**src/hw/port_override_pkg.sv**
```systemverilog
// Package with register offsets, field positions and reset values of the port override block.
package port_override_pkg;
    // ----------------------------------------------------------------
    // Register map
    // ----------------------------------------------------------------
    localparam logic [11:0] DIR_OFFSET      = 12'h000;
    localparam logic [11:0] OUT_OFFSET      = 12'h004;
    localparam logic [11:0] PULLUP_OFFSET   = 12'h008;
    localparam logic [11:0] SAMPLE_OFFSET   = 12'h00C;
    localparam logic [11:0] CTRL_OFFSET     = 12'h010;
    // ----------------------------------------------------------------
    // Fields and reset values
    // ----------------------------------------------------------------
    localparam int          PIN_COUNT       = 8;
    localparam int          CTRL_REF_BIT    = 0;
    localparam int          CTRL_PCIE_BIT   = 1;
    localparam int          CTRL_SLEEP_BIT  = 2;
    localparam logic [7:0]  DIR_RESET       = 8'h00;
    localparam logic [7:0]  OUT_RESET       = 8'h00;
    localparam logic [7:0]  PULLUP_RESET    = 8'h00;
    localparam logic [2:0]  CTRL_RESET      = 3'h0;
    localparam int          REF_PIN         = 0;
    localparam int          RX_PIN          = 7;
    localparam int          TIMER0_OUT_PIN  = 5;
    localparam int          TIMER1_OUT_PIN  = 6;
    localparam int          TIMER0_SRC_PIN  = 4;
    localparam int          TIMER1_SRC_PIN  = 3;
endpackage

```
**src/hw/port_alternate_function_override.sv**
```systemverilog
// Port override logic that lets peripherals take control of the first port's eight pins.
//
// Notes on behaviour
// - Pull-up follows override value when enabled, else the pull-up register bit.
// - With pull-up override enabled, register pull-up bits are ignored except on pin 7, whose override value is its own pull-up bit.
// - Output driver enable comes from direction override value when enabled, else direction bit.
// - With direction override active, the direction bit is ignored.
// - Driven value comes from value override when enabled, else output value bit.
// - With value override enabled, pin value equals override value.
// - Toggle override from a peripheral inverts the stored output value bit.
// - Input enable follows its override when enabled, else normal/sleep state decides.
// - With input enable override active, sleep state does not matter.
// - Raw input to peripherals is tapped before the port synchroniser.
// - Peripherals synchronise raw input themselves unless it is a clock source.
// - Strobes shared per port, clock and sleep clamp shared, other controls per pin.
// - Timer and receiver override signals are made inside the owning peripheral; REF and PCIE overrides come from the CTRL register here.
// - Analog path goes straight to the pad, both directions.
// - Pin 0 used as analog reference disables its pull-up and output driver.
// - Pins 0 to 7 are pin-change sources 0 to 7 of group 0.
// - Pin 5 carries timer 0 match B, pin 6 timer 1 match B.
// - Pin 4 feeds timer 0 count source, pin 3 timer 1 count source.
// - Pin 7 gives the serial port 0 receive input.
// - Pins 1,2 comparator inputs; pin 3 channel 0 and touch; pins 4-7 channels 1-4.
// - A pin carries only the overrides its own functions need.
// - Direction one makes an output, zero an input.
// - Writing one to an input sample bit toggles the output value bit.
// - Sleep controller clamp disables inputs in deep sleep unless overridden.
`timescale 1ns/1ns
`default_nettype none
module port_alternate_function_override (
    input  wire logic        clock_i,
    input  wire logic        rst_n_i,
    input  wire logic        psel_i,
    input  wire logic        penable_i,
    input  wire logic        pwrite_i,
    input  wire logic [11:0] paddr_i,
    input  wire logic [31:0] pwdata_i,
    output logic      [31:0] prdata_o,
    output logic             pready_o,
    output logic             pslverr_o,
    input  wire logic        sleep_clamp_i,
    input  wire logic [7:0]  pad_in_i,
    output logic      [7:0]  pad_out_o,
    output logic      [7:0]  pad_oe_o,
    output logic      [7:0]  pad_pullup_o,
    output logic      [7:0]  pad_input_en_o,
    input  wire logic        uart0_rx_en_i,
    input  wire logic        timer0_match_b_en_i,
    input  wire logic        timer0_match_b_out_i,
    input  wire logic        timer1_match_b_en_i,
    input  wire logic        timer1_match_b_out_i,
    input  wire logic [7:0]  toggle_override_en_i,
    input  wire logic [7:0]  analog_in_disable_i,
    output logic      [7:0]  alt_raw_input_o,
    output logic      [7:0]  pin_change_src_o,
    output logic             timer0_count_source_o,
    output logic             timer1_count_source_o,
    output logic             uart0_receive_in_o,
    output logic             pin_change_enable_o
);
    // ----------------------------------------------------------------
    // Registers
    // ----------------------------------------------------------------
    logic [7:0] direction_bit_r;
    logic [7:0] output_value_bit_r;
    logic [7:0] pullup_bit_r;
    logic [7:0] sync_stage_r;
    logic [7:0] input_sample_bit_r;
    logic [2:0] ctrl_r;
    logic       wr_en;
    logic       rd_en;
    logic       ref_active;
    logic       rd_valid_r;

    // Per-pin override enables and values; unused ones stay zero.
    logic [7:0] pullup_override_en;
    logic [7:0] pullup_override_val;
    logic [7:0] direction_override_en;
    logic [7:0] direction_override_val;
    logic [7:0] value_override_en;
    logic [7:0] value_override_val;
    logic [7:0] input_en_override_en;
    logic [7:0] input_en_override_val;

    // One shared write and read strobe serve all pins of the port.
    assign wr_en = psel_i & penable_i & pwrite_i;
    assign rd_en = psel_i & penable_i & ~pwrite_i;
    // Reads take one wait state so that the registered read data stands when pready is seen.
    assign pready_o  = ~rd_en | rd_valid_r;
    assign ref_active = ctrl_r[port_override_pkg::CTRL_REF_BIT];

    // ----------------------------------------------------------------
    // Override sources per pin
    // ----------------------------------------------------------------
    // Timer and receiver overrides are computed by the peripherals; the REF and PCIE overrides are made here from ctrl_r.
    always_comb begin
        pullup_override_en     = 8'h00;
        pullup_override_val    = 8'h00;
        direction_override_en  = 8'h00;
        direction_override_val = 8'h00;
        value_override_en      = 8'h00;
        value_override_val     = 8'h00;
        pullup_override_en[port_override_pkg::REF_PIN]    = ref_active;
        direction_override_en[port_override_pkg::REF_PIN] = ref_active;
        value_override_en[port_override_pkg::REF_PIN]     = ref_active;
        pullup_override_en[port_override_pkg::RX_PIN]     = uart0_rx_en_i;
        pullup_override_val[port_override_pkg::RX_PIN]    =
            pullup_bit_r[port_override_pkg::RX_PIN];
        direction_override_en[port_override_pkg::RX_PIN]  = uart0_rx_en_i;
        value_override_en[port_override_pkg::TIMER0_OUT_PIN]  = timer0_match_b_en_i;
        value_override_val[port_override_pkg::TIMER0_OUT_PIN] = timer0_match_b_out_i;
        value_override_en[port_override_pkg::TIMER1_OUT_PIN]  = timer1_match_b_en_i;
        value_override_val[port_override_pkg::TIMER1_OUT_PIN] = timer1_match_b_out_i;
        // Pin-change enable and analog disable both lift the sleep clamp decision.
        input_en_override_val = pin_change_enable_o ? 8'hFF : 8'h00;
        input_en_override_en  = input_en_override_val | analog_in_disable_i;
    end

    // ----------------------------------------------------------------
    // Pad control, purely combinational
    // ----------------------------------------------------------------
    genvar g;
    generate
        for (g = 0; g < port_override_pkg::PIN_COUNT; g++) begin : g_pin
            always_comb begin
                pad_pullup_o[g] = pullup_override_en[g] ? pullup_override_val[g]
                                                        : pullup_bit_r[g];
                pad_oe_o[g] = direction_override_en[g] ? direction_override_val[g]
                                                       : direction_bit_r[g];
                pad_out_o[g] = value_override_en[g] ? value_override_val[g]
                                                    : output_value_bit_r[g];
                pad_input_en_o[g] = input_en_override_en[g] ? input_en_override_val[g]
                                                            : ~sleep_clamp_i;
                // Clamped inputs read as low, so a floating pad draws no current.
                alt_raw_input_o[g] = pad_in_i[g] & pad_input_en_o[g];
            end
        end
    endgenerate

    // Analog signals stay in the pad ring; nothing digital sits on them.
    assign pin_change_src_o      = alt_raw_input_o;
    assign timer0_count_source_o = alt_raw_input_o[port_override_pkg::TIMER0_SRC_PIN];
    assign timer1_count_source_o = alt_raw_input_o[port_override_pkg::TIMER1_SRC_PIN];
    assign uart0_receive_in_o    = alt_raw_input_o[port_override_pkg::RX_PIN];
    assign pin_change_enable_o   = ctrl_r[port_override_pkg::CTRL_PCIE_BIT];
    assign pslverr_o = psel_i & penable_i & (paddr_i[1:0] != 2'h0 ||
                       paddr_i > port_override_pkg::CTRL_OFFSET);

    // ----------------------------------------------------------------
    // Register updates
    // ----------------------------------------------------------------
    always_ff @(posedge clock_i) begin
        if (!rst_n_i) begin
            direction_bit_r <= port_override_pkg::DIR_RESET;
            pullup_bit_r    <= port_override_pkg::PULLUP_RESET;
            ctrl_r          <= port_override_pkg::CTRL_RESET;
        end else if (wr_en) begin
            if (paddr_i == port_override_pkg::DIR_OFFSET) begin
                direction_bit_r <= pwdata_i[7:0];
            end
            if (paddr_i == port_override_pkg::PULLUP_OFFSET) begin
                pullup_bit_r <= pwdata_i[7:0];
            end
            if (paddr_i == port_override_pkg::CTRL_OFFSET) begin
                ctrl_r <= pwdata_i[2:0];
            end
        end
    end

    // A register write and a toggle in the same cycle: toggle applies to the new value.
    always_ff @(posedge clock_i) begin
        if (!rst_n_i) begin
            output_value_bit_r <= port_override_pkg::OUT_RESET;
        end else if (wr_en && paddr_i == port_override_pkg::OUT_OFFSET) begin
            output_value_bit_r <= pwdata_i[7:0] ^ toggle_override_en_i;
        end else if (wr_en && paddr_i == port_override_pkg::SAMPLE_OFFSET) begin
            output_value_bit_r <= output_value_bit_r ^ pwdata_i[7:0]
                                  ^ toggle_override_en_i;
        end else begin
            output_value_bit_r <= output_value_bit_r ^ toggle_override_en_i;
        end
    end

    // Two-stage synchroniser for software reads; peripherals bypass it.
    always_ff @(posedge clock_i) begin
        if (!rst_n_i) begin
            sync_stage_r       <= 8'h00;
            input_sample_bit_r <= 8'h00;
        end else begin
            sync_stage_r       <= alt_raw_input_o;
            input_sample_bit_r <= sync_stage_r;
        end
    end

    always_ff @(posedge clock_i) begin
        if (!rst_n_i) begin
            rd_valid_r <= 1'b0;
        end else begin
            rd_valid_r <= rd_en & ~rd_valid_r;
        end
    end

    always_ff @(posedge clock_i) begin
        if (!rst_n_i) begin
            prdata_o <= 32'h0000_0000;
        end else if (rd_en && !rd_valid_r) begin
            unique case (paddr_i)
                port_override_pkg::DIR_OFFSET:    prdata_o <= {24'h000000, direction_bit_r};
                port_override_pkg::OUT_OFFSET:    prdata_o <= {24'h000000, output_value_bit_r};
                port_override_pkg::PULLUP_OFFSET: prdata_o <= {24'h000000, pullup_bit_r};
                port_override_pkg::SAMPLE_OFFSET: prdata_o <= {24'h000000, input_sample_bit_r};
                port_override_pkg::CTRL_OFFSET:   prdata_o <= {29'h0, ctrl_r};
                default:                          prdata_o <= 32'h0000_0000;
            endcase
        end
    end
endmodule
`default_nettype wire

```
**config.mk**
```make
export PLATFORM = sky130hd
export DESIGN_NAME = port_alternate_function_override
export DESIGN_NICKNAME = d
export VERILOG_FILES = /design/src/hw/port_override_pkg.sv /design/src/hw/port_alternate_function_override.sv
export SDC_FILE = /design/constraint.sdc
export NUM_CORES = 1
export LEC_CHECK = 0
export ABC_CLOCK_PERIOD_IN_PS = 2060
export BUFFER_PORTS_ARGS = -buffer_cell sky130_fd_sc_hd__buf_2
export CAP_MARGIN = 15
export CORE_MARGIN = 2
export CORE_UTILIZATION = 38
export CTS_CLUSTER_SIZE = 12
export DETAILED_ROUTE_END_ITERATION = 12
export PLACE_DENSITY = 0.68
export SETUP_SLACK_MARGIN = 0.05
export SLEW_MARGIN = 25
export SYNTH_ARGS = -nofsm -noshare
export SYNTH_HDL_FRONTEND = slang
export SYNTH_SLANG_ARGS = --single-unit
```
**constraint.sdc**
```tcl
create_clock -name clock_i -period 2.06 [get_ports clock_i]
set_input_delay 0.103 -clock clock_i [delete_from_list [all_inputs] [get_ports clock_i]]
set_output_delay 0.103 -clock clock_i [all_outputs]
set_load 0.02 [all_outputs]
```
==> flow_summary_export.csv <==
group,metric,value,unit
outcome,run_status,"completed",
sta,period_share,0.8441,
final_layout,utilization,0.4387,
final_layout,final_cell_area,3770,sq um
min_path,min_to,"sync_stage_r[4]",
clock_tree,path_clk_slew,0.10,ns
logic_synthesis,synth.area.top_cells,"dfxtp_1 31%, buf_4 12%, nand4b_1 6.6%",
pwr,power,2.112,mW
logic_synthesis,synth_top_area_frac,0.3131,
global_routing,antenna_found_initial,0,
detailed_routing,firstDrtPassIters,4,
clock_tree,cts.sinks,52,
final_layout,final_cells,565,
floorplan,initial_core_util,0.3869,
sta,skew,0.006714,ns
worst_setup_path,r2r_setup_slack,0.65,ns
placement,place.gp.congestion,0.8476,
placement,placed_area,3685,sq um
global_routing,grt_max_degree,74,
pwr,power.density,560.2,nW/um^2
worst_setup_path,r2r_end,"prdata_o[2]",
sta,rsz0062_at_grt,"false",
sta,max_freq,575.1,MHz
logic_synthesis,yosys_warnings,0,
global_routing,grt_pass1_vias,2759,
final_layout,diodes,0,
sta,tightest_slew,0.6614,ns
final_layout,layout_commonest_cell,"buf_2",
final_layout,synthToLayoutAreaGrowth,13.40,%
detailed_routing,avgViaCountPerCell,5.379,
clock_tree,cts_buffer_depth,2,
pwr,cellLeakagePower,1.739,nW
final_layout,final-seq-area,1041,sq um
clock_tree,cts_setup_buffers,0,
worst_setup_path,cp_common_cell,"buf_2",
worst_setup_path,required,1.96,ns
min_path,hp-class,"in -> reg",
final_layout,nFillCells,865,
logic_synthesis,seq_area_frac_synth,0.3131,
detailed_routing,drtIter0Drc,229,
clock_tree,cts_tree,"yes",
worst_setup_path,crit_path_start_kind,"primary input",
placement,pre_cts_ws,0.1810,ns
global_routing,grt_use_total,0.1758,
logic_synthesis,ys_seq_elements,52,
worst_setup_path,end_kind,"primary output",
logic_synthesis,netlist_area,3324,sq um
clock_tree,cts-buffers-inserted,5,
detailed_routing,ant_nets,0,
final_layout,multi_input_area,1864,sq um
floorplan,io_pins,165,
clock_tree,cts-root-buf,"clkbuf_8",
worst_setup_path,path_cells,"buf_2 > or4_1 > nor3_1 > a21oi_1 > buf_2",
logic_synthesis,netlist_instances,382,
min_path,hp-start,"pad_in_i[4]",
sta,setup_violations,0,
placement,port_buffers,116,
logic_synthesis,synth_top_cell_by_area,"dfxtp_1",
clock_tree,ctsHtreeMaxLevel,2,
floorplan,die-area,9513,sq um
worst_setup_path,path_max_fanout,6,
global_routing,grt_pass1_wl,13660,um
floorplan,die_h,97.54,um
placement,hpwl,6484,um
clock_tree,cts_resized,0,
pwr,max-vdd-ir-drop,0.3362,mV
worst_setup_path,crit_type,"in -> out",
flow_run,drv_cap,0,
detailed_routing,wl,8745,um
sta,hold_viol,0,
detailed_routing,drc,0,
logic_synthesis,ys_types,37,
floorplan,row_count,34,
worst_setup_path,r2r_cells,4,
detailed_routing,wl_per_cell,15.48,um
sta,fin_setup_tns,0,ns
sta,slew_viol_final,0,
sta,min_period,1.739,ns
final_layout,drive_above_1_share,0.3129,
global_routing,overflow,0,
final_layout,most-common-layout-cells,"116 x buf_2, 52 x dfxtp_1, 37 x nand2_1",
logic_synthesis,syn_avg_cell_area,8.703,sq um
sta,holdWs,0.01941,ns
worst_setup_path,critPathMaxStageDelay,0.65,ns
detailed_routing,vias,3039,
clock_tree,cts_hold_buf,0,
final_layout,finalNetCount,536,
worst_setup_path,critPathArrivalTime,1.64,ns
floorplan,placeableCoreArea,8593,sq um
placement,place_inst,558,
worst_setup_path,crit-reg2reg-launch,"rd_valid_r",
sta,slew_headroom,0.5591,
worst_setup_path,crit_slowest_cell,"or4_1",
clock_tree,clkLatencyLatePin,0.31,ns
floorplan,die_width,97.54,um
sta,worst_slack,0.3212,ns
min_path,whs_path_depth,2,
## kinds of logic (layout without fill, tap and decap cells)
family	count (synthesis)	count (layout)	synth area share
mux	26	26	0.09785
flops	52	52	0.3131
compound gates	56	56	0.1193
buf+inv	80	132	0.1520
simple gates	167	167	0.3165
other cells	1	24	0.001128
## flip-flops by register name, summed over array words and instances, names as in the netlist
name,count
direction_bit_r,8
ctrl_r,3
prdata_o,8
rd_valid_r,1
input_sample_bit_r,8
pullup_bit_r,8
sync_stage_r,8
output_value_bit_r,8
## metal layers
metal | vias up | wire length (um) | GRT usage
met1 | 1440 | 3836 | 0.2195
met5 | - | 0 | 0
met3 | 7 | 610 | 0.04532
li1 | 1470 | - | -
met2 | 122 | 4239 | 0.3072
met4 | 0 | 59 | 0.03419
## cell usage after synthesis, drive strengths merged
| cell type | instances |
|---|---|
| and4bb | 1 |
| o21bai | 8 |
| nor2 | 10 |
| a21oi | 10 |
| nor2b | 20 |
| nand4 | 8 |
| and3 | 10 |
| nor4 | 10 |
| or2 | 2 |
| mux4 | 5 |
| or3 | 2 |
| dfxtp | 52 |
| mux2i | 19 |
| o2bb2ai | 3 |
| and3b | 1 |
| nand4bb | 2 |
| inv | 1 |
| buf | 59 |
| conb | 1 |
| o211ai | 8 |
| and2 | 17 |
| o21ai | 14 |
| clkbuf | 20 |
| nor3 | 1 |
| o311a | 8 |
| mux2 | 2 |
| nor4b | 9 |
| or4 | 1 |
| a32o | 5 |
| nand3 | 5 |
| nand3b | 6 |
| nand2 | 37 |
| nand4b | 25 |
## layout make-up
class / instances / area share
clock buffers: 5 / 0.01825
clock inverters: 2 / 0.004315
inverters: 1 / 0.0009957
multi-input cells: 273 / 0.4945
flip-flops and latches: 52 / 0.2761
well taps: 108 / 0.03584
repair buffers: 124 / 0.1699
## power by group
group | switching (mW) | internal (mW) | leakage (nW) | total, mW
Sequential | 0.0461 | 1.03 | 0.422 | 1.08
Clock | 0.357 | 0.238 | 0.0406 | 0.594
Combinational | 0.274 | 0.162 | 1.28 | 0.437
## critical path, delay by kind of cell
kind | cells | cell delay, ns
buf+inv | 2 | 0.28
simple gates | 2 | 1.13
compound gates | 1 | 0.12
## worst max path at each step
| stage | slack, ns | end | depth (start not counted) | from |
|---|---|---|---|---|
| after floorplan | 0.40 | direction_bit_r[0] | 5 | paddr_i[10] |
| after global placement | 0.23 | direction_bit_r[0] | 5 | paddr_i[10] |
| after detailed placement | 0.18 | direction_bit_r[0] | 5 | paddr_i[10] |
| after CTS | 0.35 | pslverr_o | 5 | paddr_i[10] |
| after global routing | 0.27 | pslverr_o | 5 | paddr_i[10] |
| final | 0.32 | pslverr_o | 5 | paddr_i[10] |
(Power assumes the default switching activity.)
